[config.mk]
export PLATFORM = sky130hd
export DESIGN_NAME = afgc_control
export DESIGN_NICKNAME = d
export VERILOG_FILES = /design/src/rtl/afgc_pkg.sv /design/src/rtl/afgc_sync.sv /design/src/rtl/afgc_control.sv
export VERILOG_INCLUDE_DIRS = /design/src /design/src/rtl
export SDC_FILE = /design/constraint.sdc
export NUM_CORES = 1
export LEC_CHECK = 0
export ABC_AREA = 1
export ABC_CLOCK_PERIOD_IN_PS = 7300
export BUFFER_PORTS_ARGS = -buffer_cell sky130_fd_sc_hd__buf_2
export CORE_UTILIZATION = 35
export DETAILED_ROUTE_END_ITERATION = 10
export GPL_TIMING_DRIVEN = 0
export HOLD_SLACK_MARGIN = 0.06
export PLACE_DENSITY_LB_ADDON = 0.05
export SLEW_MARGIN = 20
export SYNTH_ARGS = -nofsm -noshare
export SYNTH_HDL_FRONTEND = slang
export SYNTH_SLANG_ARGS = --single-unit
[constraint.sdc]
create_clock -name sys_clk -period 7.3 [get_ports sys_clk]
set_clock_uncertainty 0.05 [all_clocks]
set_input_delay 0.73 -clock sys_clk [delete_from_list [all_inputs] [get_ports sys_clk]]
set_output_delay 0.73 -clock sys_clk [all_outputs]
set_load 0.005 [all_outputs]
[src/rtl/afgc_defines.svh]
`ifndef AFGC_DEFINES_SVH
`define AFGC_DEFINES_SVH

// ----------------------------------------------------------------------
// register map
// ----------------------------------------------------------------------
`define AFGC_ADDR_W          4
`define AFGC_REG_CTRL        4'h0
`define AFGC_REG_TX_GAIN     4'h1
`define AFGC_REG_RX_GAIN     4'h2
`define AFGC_REG_STATUS      4'h3
`define AFGC_REG_IRQ_STATUS  4'h4
`define AFGC_REG_IRQ_MASK    4'h5
`define AFGC_REG_ZC_DELAY    4'h6
`define AFGC_REG_ZC_PERIOD   4'h7

// ctrl field positions
`define AFGC_CTRL_ZC_SEL     0
`define AFGC_CTRL_AGC_EN     1
`define AFGC_CTRL_RST_VAL    32'h0000_0002

// irq bit positions
`define AFGC_IRQ_OVERCURRENT 0
`define AFGC_IRQ_SHUTDOWN    1
`define AFGC_IRQ_RESTORE     2
`define AFGC_IRQ_ZONE        3
`define AFGC_IRQ_READY       4
`define AFGC_IRQ_W           5

// status field positions
`define AFGC_STAT_ZONE_HI    2
`define AFGC_STAT_PA_EN      3
`define AFGC_STAT_READY      4

// ----------------------------------------------------------------------
// gain ranges
// ----------------------------------------------------------------------
`define AFGC_RX_CODE_MAX     4'h8
`define AFGC_RX_CODE_RST     4'h3
`define AFGC_RX_DB_MIN       (-18)
`define AFGC_RX_DB_STEP      6
`define AFGC_TX_GAIN_MAX     5'h1F
`define AFGC_TX_ATTEN_OFS    31

// ----------------------------------------------------------------------
// timing
// ----------------------------------------------------------------------
`define AFGC_CLK_HZ          40000000
`define AFGC_STARTUP_MS      60
`define AFGC_STARTUP_CYC     ((`AFGC_CLK_HZ / 1000) * `AFGC_STARTUP_MS)
`define AFGC_RESET_US        1
`define AFGC_RESET_CYC       ((`AFGC_CLK_HZ / 1000000) * `AFGC_RESET_US)
`define AFGC_STEP_US         10
`define AFGC_STEP_CYC        ((`AFGC_CLK_HZ / 1000000) * `AFGC_STEP_US)

`endif

[src/rtl/afgc_pkg.sv]
package afgc_pkg;

  typedef enum logic [1:0] {
    AFGC_ST_STARTUP,
    AFGC_ST_RUN,
    AFGC_ST_HOT
  } afgc_mode_t;

  typedef struct packed {
    logic       overcurrent;
    logic       temp_first;
    logic       temp_second;
    logic       temp_third;
    logic       temp_fourth;
    logic       zc_analog;
    logic       zc_digital;
    logic       rx_over;
    logic       rx_under;
  } afgc_flags_t;

  typedef struct packed {
    logic [4:0] irq;
  } afgc_irq_t;

endpackage

[src/rtl/afgc_sync.sv]
`timescale 1ns/10ps
`default_nettype none
`include "afgc_defines.svh"

// ----------------------------------------------------------------------
// three-stage input synchroniser with agreement filter
// ----------------------------------------------------------------------
module afgc_sync #(
  parameter int WIDTH = 9
) (
  input  wire logic             sys_clk,
  input  wire logic             reset,
  input  wire logic [WIDTH-1:0] async_in,
  output logic      [WIDTH-1:0] sync_out
);

  typedef struct packed {
    logic [WIDTH-1:0] s1;
    logic [WIDTH-1:0] s2;
    logic [WIDTH-1:0] s3;
    logic [WIDTH-1:0] out;
  } afgc_sync_state_t;

  afgc_sync_state_t state;
  afgc_sync_state_t next_state;

  always_comb begin
    next_state    = state;
    next_state.s1 = async_in;
    next_state.s2 = state.s1;
    next_state.s3 = state.s2;
    // only stages two and three are compared, never the first
    for (int i = 0; i < WIDTH; i++) begin
      if (state.s2[i] == state.s3[i]) begin
        next_state.out[i] = state.s2[i];
      end
    end
  end

  always_ff @(posedge sys_clk) begin
    if (reset) begin
      state <= '0;
    end else begin
      state <= next_state;
    end
  end

  assign sync_out = state.out;

endmodule
`default_nettype wire

[src/rtl/afgc_control.sv]
// Chosen here: the placing of the registers and the plain strobed port.
`timescale 1ns/10ps
`default_nettype none
`include "afgc_defines.svh"

// Summary of operation
// - receive gain code n stands for an amplifier gain of -18 dB plus 6 dB per code up to 30 dB.
// - an automatic loop raises or lowers the receive gain code to keep the converter in range.
// - transmit amplitude has 32 logarithmic steps from 0 dB at the top to -31 dB at the bottom.
// - the applied transmit attenuation in dB is the transmit gain setting minus 31.
// - while overcurrent is flagged the transmit gain setting drops one step at a time.
// - the power amplifier is shut down when temperature passes the fourth threshold.
// - after shutdown the amplifier stays off until temperature is below the third threshold.
// - temperature is reported as zone 1 to 4 from the first three thresholds.
// - the zero-crossing source is the analog or digital input chosen by a configuration bit.
// - an internal reference locks to the selected zero crossing with a programmable delay.
// - start-up completes 60 ms after reset release before the block is operational.
// - transmit gain settings span 0 to 31 in a five-bit field.
module afgc_control #(
  parameter int STARTUP_CYC = `AFGC_STARTUP_CYC,
  parameter int STEP_CYC    = `AFGC_STEP_CYC,
  parameter int PERIOD_W    = 24
) (
  input  wire logic                    sys_clk,
  input  wire logic                    reset,
  input  wire logic                    active_low_reset_pin,
  input  wire logic                    current_sense_threshold,
  input  wire logic                    temp_threshold_first,
  input  wire logic                    temp_threshold_second,
  input  wire logic                    temp_threshold_third,
  input  wire logic                    temp_threshold_fourth,
  input  wire logic                    zero_cross_analog_in,
  input  wire logic                    zero_cross_digital_in,
  input  wire logic                    rx_level_over,
  input  wire logic                    rx_level_under,
  input  wire logic [`AFGC_ADDR_W-1:0] reg_addr,
  input  wire logic [31:0]             reg_wdata,
  input  wire logic                    reg_wr,
  input  wire logic                    reg_rd,
  output logic      [31:0]             reg_rdata,
  output logic      [3:0]              rx_gain_code,
  output logic      [4:0]              tx_gain_code,
  output logic                         amplifier_enable,
  output logic      [2:0]              temp_zone,
  output logic                         zc_reference,
  output logic                         ready,
  output logic                         irq
);

  localparam int CNT_W = $clog2(STARTUP_CYC + 1);
  localparam int RST_W = $clog2(`AFGC_RESET_CYC + 1);
  localparam int STP_W = $clog2(STEP_CYC + 1);

  afgc_pkg::afgc_flags_t raw_flags;
  afgc_pkg::afgc_flags_t flags;
  logic                  pin_rst_sync;

  typedef struct packed {
    afgc_pkg::afgc_mode_t  mode;
    logic [CNT_W-1:0]      startup_cnt;
    logic [RST_W-1:0]      low_cnt;
    logic [STP_W-1:0]      step_cnt;
    logic [3:0]            rx_code;
    logic [4:0]            tx_code;
    logic                  pa_en;
    logic [2:0]            zone;
    logic                  zc_sel;
    logic                  agc_en;
    logic                  zc_last;
    logic [PERIOD_W-1:0]   zc_period;
    logic [PERIOD_W-1:0]   zc_phase;
    logic [PERIOD_W-1:0]   zc_delay;
    logic                  zc_ref;
    logic [4:0]            irq_status;
    logic [4:0]            irq_mask;
    logic [31:0]           rdata;
    logic                  irq;
    logic                  rdy;
  } afgc_state_t;

  afgc_state_t state;
  afgc_state_t next_state;

  assign raw_flags = '{
    overcurrent: current_sense_threshold,
    temp_first:  temp_threshold_first,
    temp_second: temp_threshold_second,
    temp_third:  temp_threshold_third,
    temp_fourth: temp_threshold_fourth,
    zc_analog:   zero_cross_analog_in,
    zc_digital:  zero_cross_digital_in,
    rx_over:     rx_level_over,
    rx_under:    rx_level_under
  };

  // ----------------------------------------------------------------------
  // input synchronisers
  // ----------------------------------------------------------------------
  afgc_sync #(
    .WIDTH ($bits(afgc_pkg::afgc_flags_t) + 1)
  ) u_sync (
    .sys_clk  (sys_clk),
    .reset    (reset),
    .async_in ({raw_flags, ~active_low_reset_pin}),
    .sync_out ({flags, pin_rst_sync})
  );

  // ----------------------------------------------------------------------
  // next state
  // ----------------------------------------------------------------------
  always_comb begin
    logic [4:0] events;
    logic       zc_sig;
    logic       zc_rise;
    logic [2:0] zone_now;
    logic       step_tick;
    logic       pin_reset;
    events     = '0;
    zc_sig     = 1'b0;
    zc_rise    = 1'b0;
    zone_now   = 3'h1;
    step_tick  = 1'b0;
    pin_reset  = 1'b0;
    next_state = state;

    // pin reset only counts after a long enough low pulse
    if (pin_rst_sync) begin
      if (state.low_cnt != RST_W'(`AFGC_RESET_CYC)) begin
        next_state.low_cnt = state.low_cnt + RST_W'(1);
      end
    end else begin
      next_state.low_cnt = '0;
      pin_reset = (state.low_cnt == RST_W'(`AFGC_RESET_CYC));
    end

    // shared pacing for both gain loops
    if (state.step_cnt == STP_W'(STEP_CYC - 1)) begin
      next_state.step_cnt = '0;
      step_tick = 1'b1;
    end else begin
      next_state.step_cnt = state.step_cnt + STP_W'(1);
    end

    // temperature zone from the lower three thresholds
    if (flags.temp_third) begin
      zone_now = 3'h4;
    end else if (flags.temp_second) begin
      zone_now = 3'h3;
    end else if (flags.temp_first) begin
      zone_now = 3'h2;
    end
    next_state.zone = zone_now;
    events[`AFGC_IRQ_ZONE] = (zone_now != state.zone);

    zc_sig  = state.zc_sel ? flags.zc_digital : flags.zc_analog;
    next_state.zc_last = zc_sig;
    zc_rise = zc_sig & ~state.zc_last;

    // period tracker: phase counter realigns on every rising crossing
    if (zc_rise) begin
      // phase runs 0..period-1, so the crossing cycle itself adds one
      if (state.zc_phase == '1) begin
        next_state.zc_period = state.zc_phase;
      end else begin
        next_state.zc_period = state.zc_phase + PERIOD_W'(1);
      end
      next_state.zc_phase  = '0;
    end else if (state.zc_phase != '1) begin
      next_state.zc_phase = state.zc_phase + PERIOD_W'(1);
    end
    // reference is a square wave shifted by the programmed delay
    next_state.zc_ref = (state.zc_phase >= state.zc_delay) &&
                        (state.zc_phase < state.zc_delay + (state.zc_period >> 1));

    case (state.mode)
      afgc_pkg::AFGC_ST_STARTUP: begin
        next_state.pa_en = 1'b0;
        if (state.startup_cnt == CNT_W'(STARTUP_CYC - 1)) begin
          next_state.mode  = afgc_pkg::AFGC_ST_RUN;
          next_state.pa_en = 1'b1;
          events[`AFGC_IRQ_READY] = 1'b1;
        end else begin
          next_state.startup_cnt = state.startup_cnt + CNT_W'(1);
        end
      end
      afgc_pkg::AFGC_ST_RUN: begin
        if (flags.temp_fourth) begin
          next_state.mode  = afgc_pkg::AFGC_ST_HOT;
          next_state.pa_en = 1'b0;
          events[`AFGC_IRQ_SHUTDOWN] = 1'b1;
        end
      end
      afgc_pkg::AFGC_ST_HOT: begin
        if (!flags.temp_third) begin
          next_state.mode  = afgc_pkg::AFGC_ST_RUN;
          next_state.pa_en = 1'b1;
          events[`AFGC_IRQ_RESTORE] = 1'b1;
        end
      end
      default: begin
        next_state.mode = afgc_pkg::AFGC_ST_STARTUP;
      end
    endcase

    if (state.mode != afgc_pkg::AFGC_ST_STARTUP && step_tick) begin
      // attenuation is tx_code - 31 dB, so one code is one dB step
      if (flags.overcurrent && state.tx_code != 5'h00) begin
        next_state.tx_code = state.tx_code - 5'h01;
        events[`AFGC_IRQ_OVERCURRENT] = 1'b1;
      end
      // gain per code is -18 + 6*code dB; over range lowers, under raises
      if (state.agc_en) begin
        if (flags.rx_over && state.rx_code != 4'h0) begin
          next_state.rx_code = state.rx_code - 4'h1;
        end else if (flags.rx_under && !flags.rx_over &&
                     state.rx_code < `AFGC_RX_CODE_MAX) begin
          next_state.rx_code = state.rx_code + 4'h1;
        end
      end
    end

    // register reads one cycle later; irq status read clears
    next_state.rdata = '0;
    if (reg_rd) begin
      case (reg_addr)
        `AFGC_REG_CTRL: begin
          next_state.rdata[`AFGC_CTRL_ZC_SEL] = state.zc_sel;
          next_state.rdata[`AFGC_CTRL_AGC_EN] = state.agc_en;
        end
        `AFGC_REG_TX_GAIN:    next_state.rdata[4:0] = state.tx_code;
        `AFGC_REG_RX_GAIN:    next_state.rdata[3:0] = state.rx_code;
        `AFGC_REG_STATUS: begin
          next_state.rdata[`AFGC_STAT_ZONE_HI:0] = state.zone;
          next_state.rdata[`AFGC_STAT_PA_EN]     = state.pa_en;
          next_state.rdata[`AFGC_STAT_READY]     = state.rdy;
        end
        `AFGC_REG_IRQ_STATUS: begin
          next_state.rdata[4:0] = state.irq_status;
          next_state.irq_status = '0;
        end
        `AFGC_REG_IRQ_MASK:   next_state.rdata[4:0] = state.irq_mask;
        `AFGC_REG_ZC_DELAY:   next_state.rdata[PERIOD_W-1:0] = state.zc_delay;
        `AFGC_REG_ZC_PERIOD:  next_state.rdata[PERIOD_W-1:0] = state.zc_period;
        default:              next_state.rdata = '0;
      endcase
    end
    if (reg_wr) begin
      case (reg_addr)
        `AFGC_REG_CTRL: begin
          next_state.zc_sel = reg_wdata[`AFGC_CTRL_ZC_SEL];
          next_state.agc_en = reg_wdata[`AFGC_CTRL_AGC_EN];
        end
        // writes outside 0..31 cannot occur in a five-bit field
        `AFGC_REG_TX_GAIN: next_state.tx_code = reg_wdata[4:0];
        `AFGC_REG_RX_GAIN: begin
          if (reg_wdata[3:0] > `AFGC_RX_CODE_MAX) begin
            next_state.rx_code = `AFGC_RX_CODE_MAX;
          end else begin
            next_state.rx_code = reg_wdata[3:0];
          end
        end
        `AFGC_REG_IRQ_MASK: next_state.irq_mask = reg_wdata[4:0];
        `AFGC_REG_ZC_DELAY: next_state.zc_delay = reg_wdata[PERIOD_W-1:0];
        default: begin
        end
      endcase
    end

    // new events win over the read-clear
    next_state.irq_status = next_state.irq_status | events;
    next_state.irq        = |(next_state.irq_status & next_state.irq_mask);

    if (pin_reset) begin
      next_state.mode        = afgc_pkg::AFGC_ST_STARTUP;
      next_state.startup_cnt = '0;
      next_state.pa_en       = 1'b0;
    end

    // kept in a flop so the ready pin is not decoded from the mode
    next_state.rdy = (next_state.mode != afgc_pkg::AFGC_ST_STARTUP);
  end

  // ----------------------------------------------------------------------
  // state register
  // ----------------------------------------------------------------------
  always_ff @(posedge sys_clk) begin
    if (reset) begin
      state         <= '0;
      state.mode    <= afgc_pkg::AFGC_ST_STARTUP;
      state.rx_code <= `AFGC_RX_CODE_RST;
      state.tx_code <= `AFGC_TX_GAIN_MAX;
      state.zone    <= 3'h1;
      state.agc_en  <= 1'b1;
    end else begin
      state <= next_state;
    end
  end

  assign reg_rdata        = state.rdata;
  assign rx_gain_code     = state.rx_code;
  assign tx_gain_code     = state.tx_code;
  assign amplifier_enable = state.pa_en;
  assign temp_zone        = state.zone;
  assign zc_reference     = state.zc_ref;
  assign ready            = state.rdy;
  assign irq              = state.irq;

endmodule
`default_nettype wire

==> reports/qor.csv <==
metric;value;unit
fp.dieH;185;um
worstMarginPinSlew;822;ps
rsz0062_at_grt;no;
r2r-start;state[45]$_SDFFE_PP0P_;
dr.first_iter.drc_count;623;
ir_worst_vdd;0.000153;V
track_usage;22.2;%
worstPathArrival;3920;ps
cts_resized;0;
synth.distinct_cells;47;
clockBufferDepth;3;
status;finished clean;
crit_buf_inv;1;
cts_tree;yes;
hpwl;30100;um
finalHoldViolations;0;
nets;1985;
fp.dieW;185;um
cpMaxStageDelayCell;o21ai_0;
avgSynthCellArea;6.78;sq um
pin_count;98;
cts.htree.levels;1;
p_leak;0.00604;uW
wl_per_cell;16.3;um
grt_first_pass_wirelength;57900;um
holdWs;291;ps
cp.required;7680;ps
overflow;0;
worstHoldStart;active_low_reset_pin;
final_layout_size_suffix_gt1_share;11.2;%
utilization;41.4;%
max_clock_freq;282;MHz
power_density;186;nW/um^2
seq_area_frac_synth;34.7;%
start_kind;flip-flop;
synthArstFlopShare;0;%
synth_warnings;0;
area_growth;15.2;%
port_buffers;80;
clkTransAtPathRegs;60;ps
drc_errors;0;
routed_via_density;4.78;
relSlewSlack;44.8;%
path_cells;ha_1 > inv_1 > fa_1 > o21ai_0 > nand2_1 > nand2_1 > a21oi_1 > xor2_1 > ha_1 > nand2_1 > nor2_1 > nand4_1 > nor2_1 > nand2_1 > nand3_1 > nor2_1;
insertion_delay;550;ps
final.setup.tns;0;ps
min_period;3550;ps
place.gp.congestion;0.948;
cts.sinks;204;
synthCells;1738;
synth-xor-area-share;2.31;%
synth_compound_area_share;13.9;%
design.core.area;32800;sq um
diodes;0;
syn_area;11800;sq um
grt_pass1_vias;10400;
path_common_cell;nand2_1;
critPathMaxFanout;3;
post_cts_buffers;0;
antenna_left;0;
crit_path_end_kind;flip-flop;
cp_top_family;simple AND/OR/NAND/NOR gates;
antenna_found_initial;0;
period_share;48.6;%
finalPower;2520;uW
synth_edf_count;0;
fill_cells;3569;
max_stage_delay;510;ps
synth_top_flop_cell;dfxtp_1;
synthSimpleGateAreaFrac;27.8;%
first_pass_iters;7;
start_util;35.9;%
clockRootBuffer;clkbuf_16;
drv_cap;0;
critPathKind;flip-flop to flip-flop;
ff2ff_setup_slack;3750;ps
startpoint;state[45]$_SDFFE_PP0P_;
muxShareOfSynthArea;0.0850;%
hold_path.class;input port to flip-flop;
rows;66;
synth-seq-cells;204;
die_area;34400;sq um
synth_top_family_by_area;simple AND/OR/NAND/NOR gates;
routed_wl;37700;um
cts-buffers-inserted;25;
synthAdderAreaFrac;8.88;%
drv_slew;0;
grt_max_degree;14;
setup_viol;0;
postCtsHoldBufs;0;
num_vias;11100;
## layout by cell type, fill, tap and decap left out, types with 5 or more instances in the layout
| cell type | synthesis | routed |
|---|---|---|
| nand2_1 | 407 | 407 |
| conb_1 | 1 | 8 |
| or2_2 | 11 | 11 |
| clkbuf_16 | 0 | 25 |
| and2_1 | 6 | 6 |
| xor2_1 | 18 | 18 |
| ha_1 | 82 | 82 |
| nor3_1 | 23 | 23 |
| nand3b_1 | 7 | 7 |
| nand3_1 | 96 | 96 |
| xnor2_1 | 13 | 13 |
| nor2_2 | 6 | 6 |
| clkbuf_1 | 23 | 27 |
| dfxtp_1 | 204 | 204 |
| o211ai_1 | 5 | 5 |
| o22ai_1 | 23 | 23 |
| o21ai_0 | 102 | 102 |
| nor2_1 | 193 | 193 |
| buf_2 | 10 | 90 |
| nand4_1 | 23 | 23 |
| inv_1 | 244 | 244 |
| buf_4 | 47 | 47 |
| clkbuf_8 | 0 | 8 |
| a31oi_1 | 9 | 9 |
| a21oi_1 | 138 | 138 |
| o21a_1 | 6 | 6 |
## cells in the mapped netlist (all sizes together) (2+ instances only)
cell type  instances  share of area [%]
a211oi             3               0.19
a21o               2               0.13
a21oi            138                5.9
a31oi              9               0.48
and2               6               0.32
buf               59                3.6
clkbuf            23               0.73
clkinv             3               0.14
dfxtp            204                 35
ha                82                8.7
inv              248                7.9
nand2            411                 13
nand3             96                4.1
nand3b             7               0.45
nand4             23                1.2
nor2             199                6.5
nor3              26                1.3
o211ai             5               0.32
o21a               6               0.38
o21ai            107                4.6
o21bai             3               0.19
o221ai             2               0.15
o22ai             23                1.2
or2               12               0.64
xnor2             13               0.97
xor2              18                1.3
## sequential cells by signal, indices dropped and copies added, names as in the netlist
name / count
ready: 1
u_sync.next_state: 20
zc_reference: 1
reg_rdata: 24
u_sync.state: 10
rx_gain_code: 4
irq: 1
temp_zone: 3
tx_gain_code: 5
amplifier_enable: 1
u_sync.sync_out: 10
state: 124
## final cells by class
class / count / area [sq um] / share of cell area, %
clock inverter: 7 / 55.1 / 0.406
timing repair buffer: 80 / 400 / 2.95
sequential: 204 / 4080 / 30.1
clock buffer: 37 / 751 / 5.54
inverter: 251 / 947 / 6.98
buffer: 82 / 512 / 3.77
multi-input combinational: 1208 / 6260 / 46.2
tap: 442 / 553 / 4.08
## routing by layer
layer / up-vias / global-route usage, % / routed length, um
li1: 5786 / - / -
met1: 5016 / 28.7 / 17500
met2: 203 / 39.1 / 17900
met3: 50 / 2.30 / 1370
met4: 0 / 5.42 / 865
met5: - / 0 / 0
## path summary, 6_finish.rpt
check,endpoint,depth (start not counted)
hold / removal,u_sync.next_state[20]$_SDFF_PP0_,2
hold reg to reg,u_sync.next_state[18]$_SDFF_PP0_,2
setup / recovery,zc_reference$_SDFF_PP0_,16
setup reg to reg,zc_reference$_SDFF_PP0_,16
## kinds of logic (layout without fill, tap and decap cells)
kind of cell             Yosys count  in the layout
AND/OR/NAND/NOR                  782            782
multiplexers                       1              1
other                              1              8
adder cells (fa/ha/maj)           83             83
AO/OA/AOI/OAI                    303            303
buffers and inverters            333            457
XOR/XNOR                          31             31
flip-flops                       204            204
## report_power, final
group	internal, uW	switching, uW	total (uW)
clock	711	514	1230
combinational	50.6	99.4	150
sequential	1130	13.0	1140
## stage by stage
step                      instances  setup slack, ps  cell area (sq um)
after detailed placement       2267             3750              12800
after CTS                      2311             3730              13600
final                          2311             3750              13600
after global placement         2267             3780              12800
after floorplan                1745             4740              11800
after global routing           2311             3490              13600
## worst reg2reg max path: cells and delay by family, from the launching register on
family,cells,cell delay [ps]
AND/OR/NAND/NOR,9,1120
AO/OA/AOI/OAI,2,610
XOR/XNOR,1,160
flip-flops,1,400
adder cells (fa/ha/maj),3,1000
buffers and inverters,1,100
(Power assumes the default switching activity.)
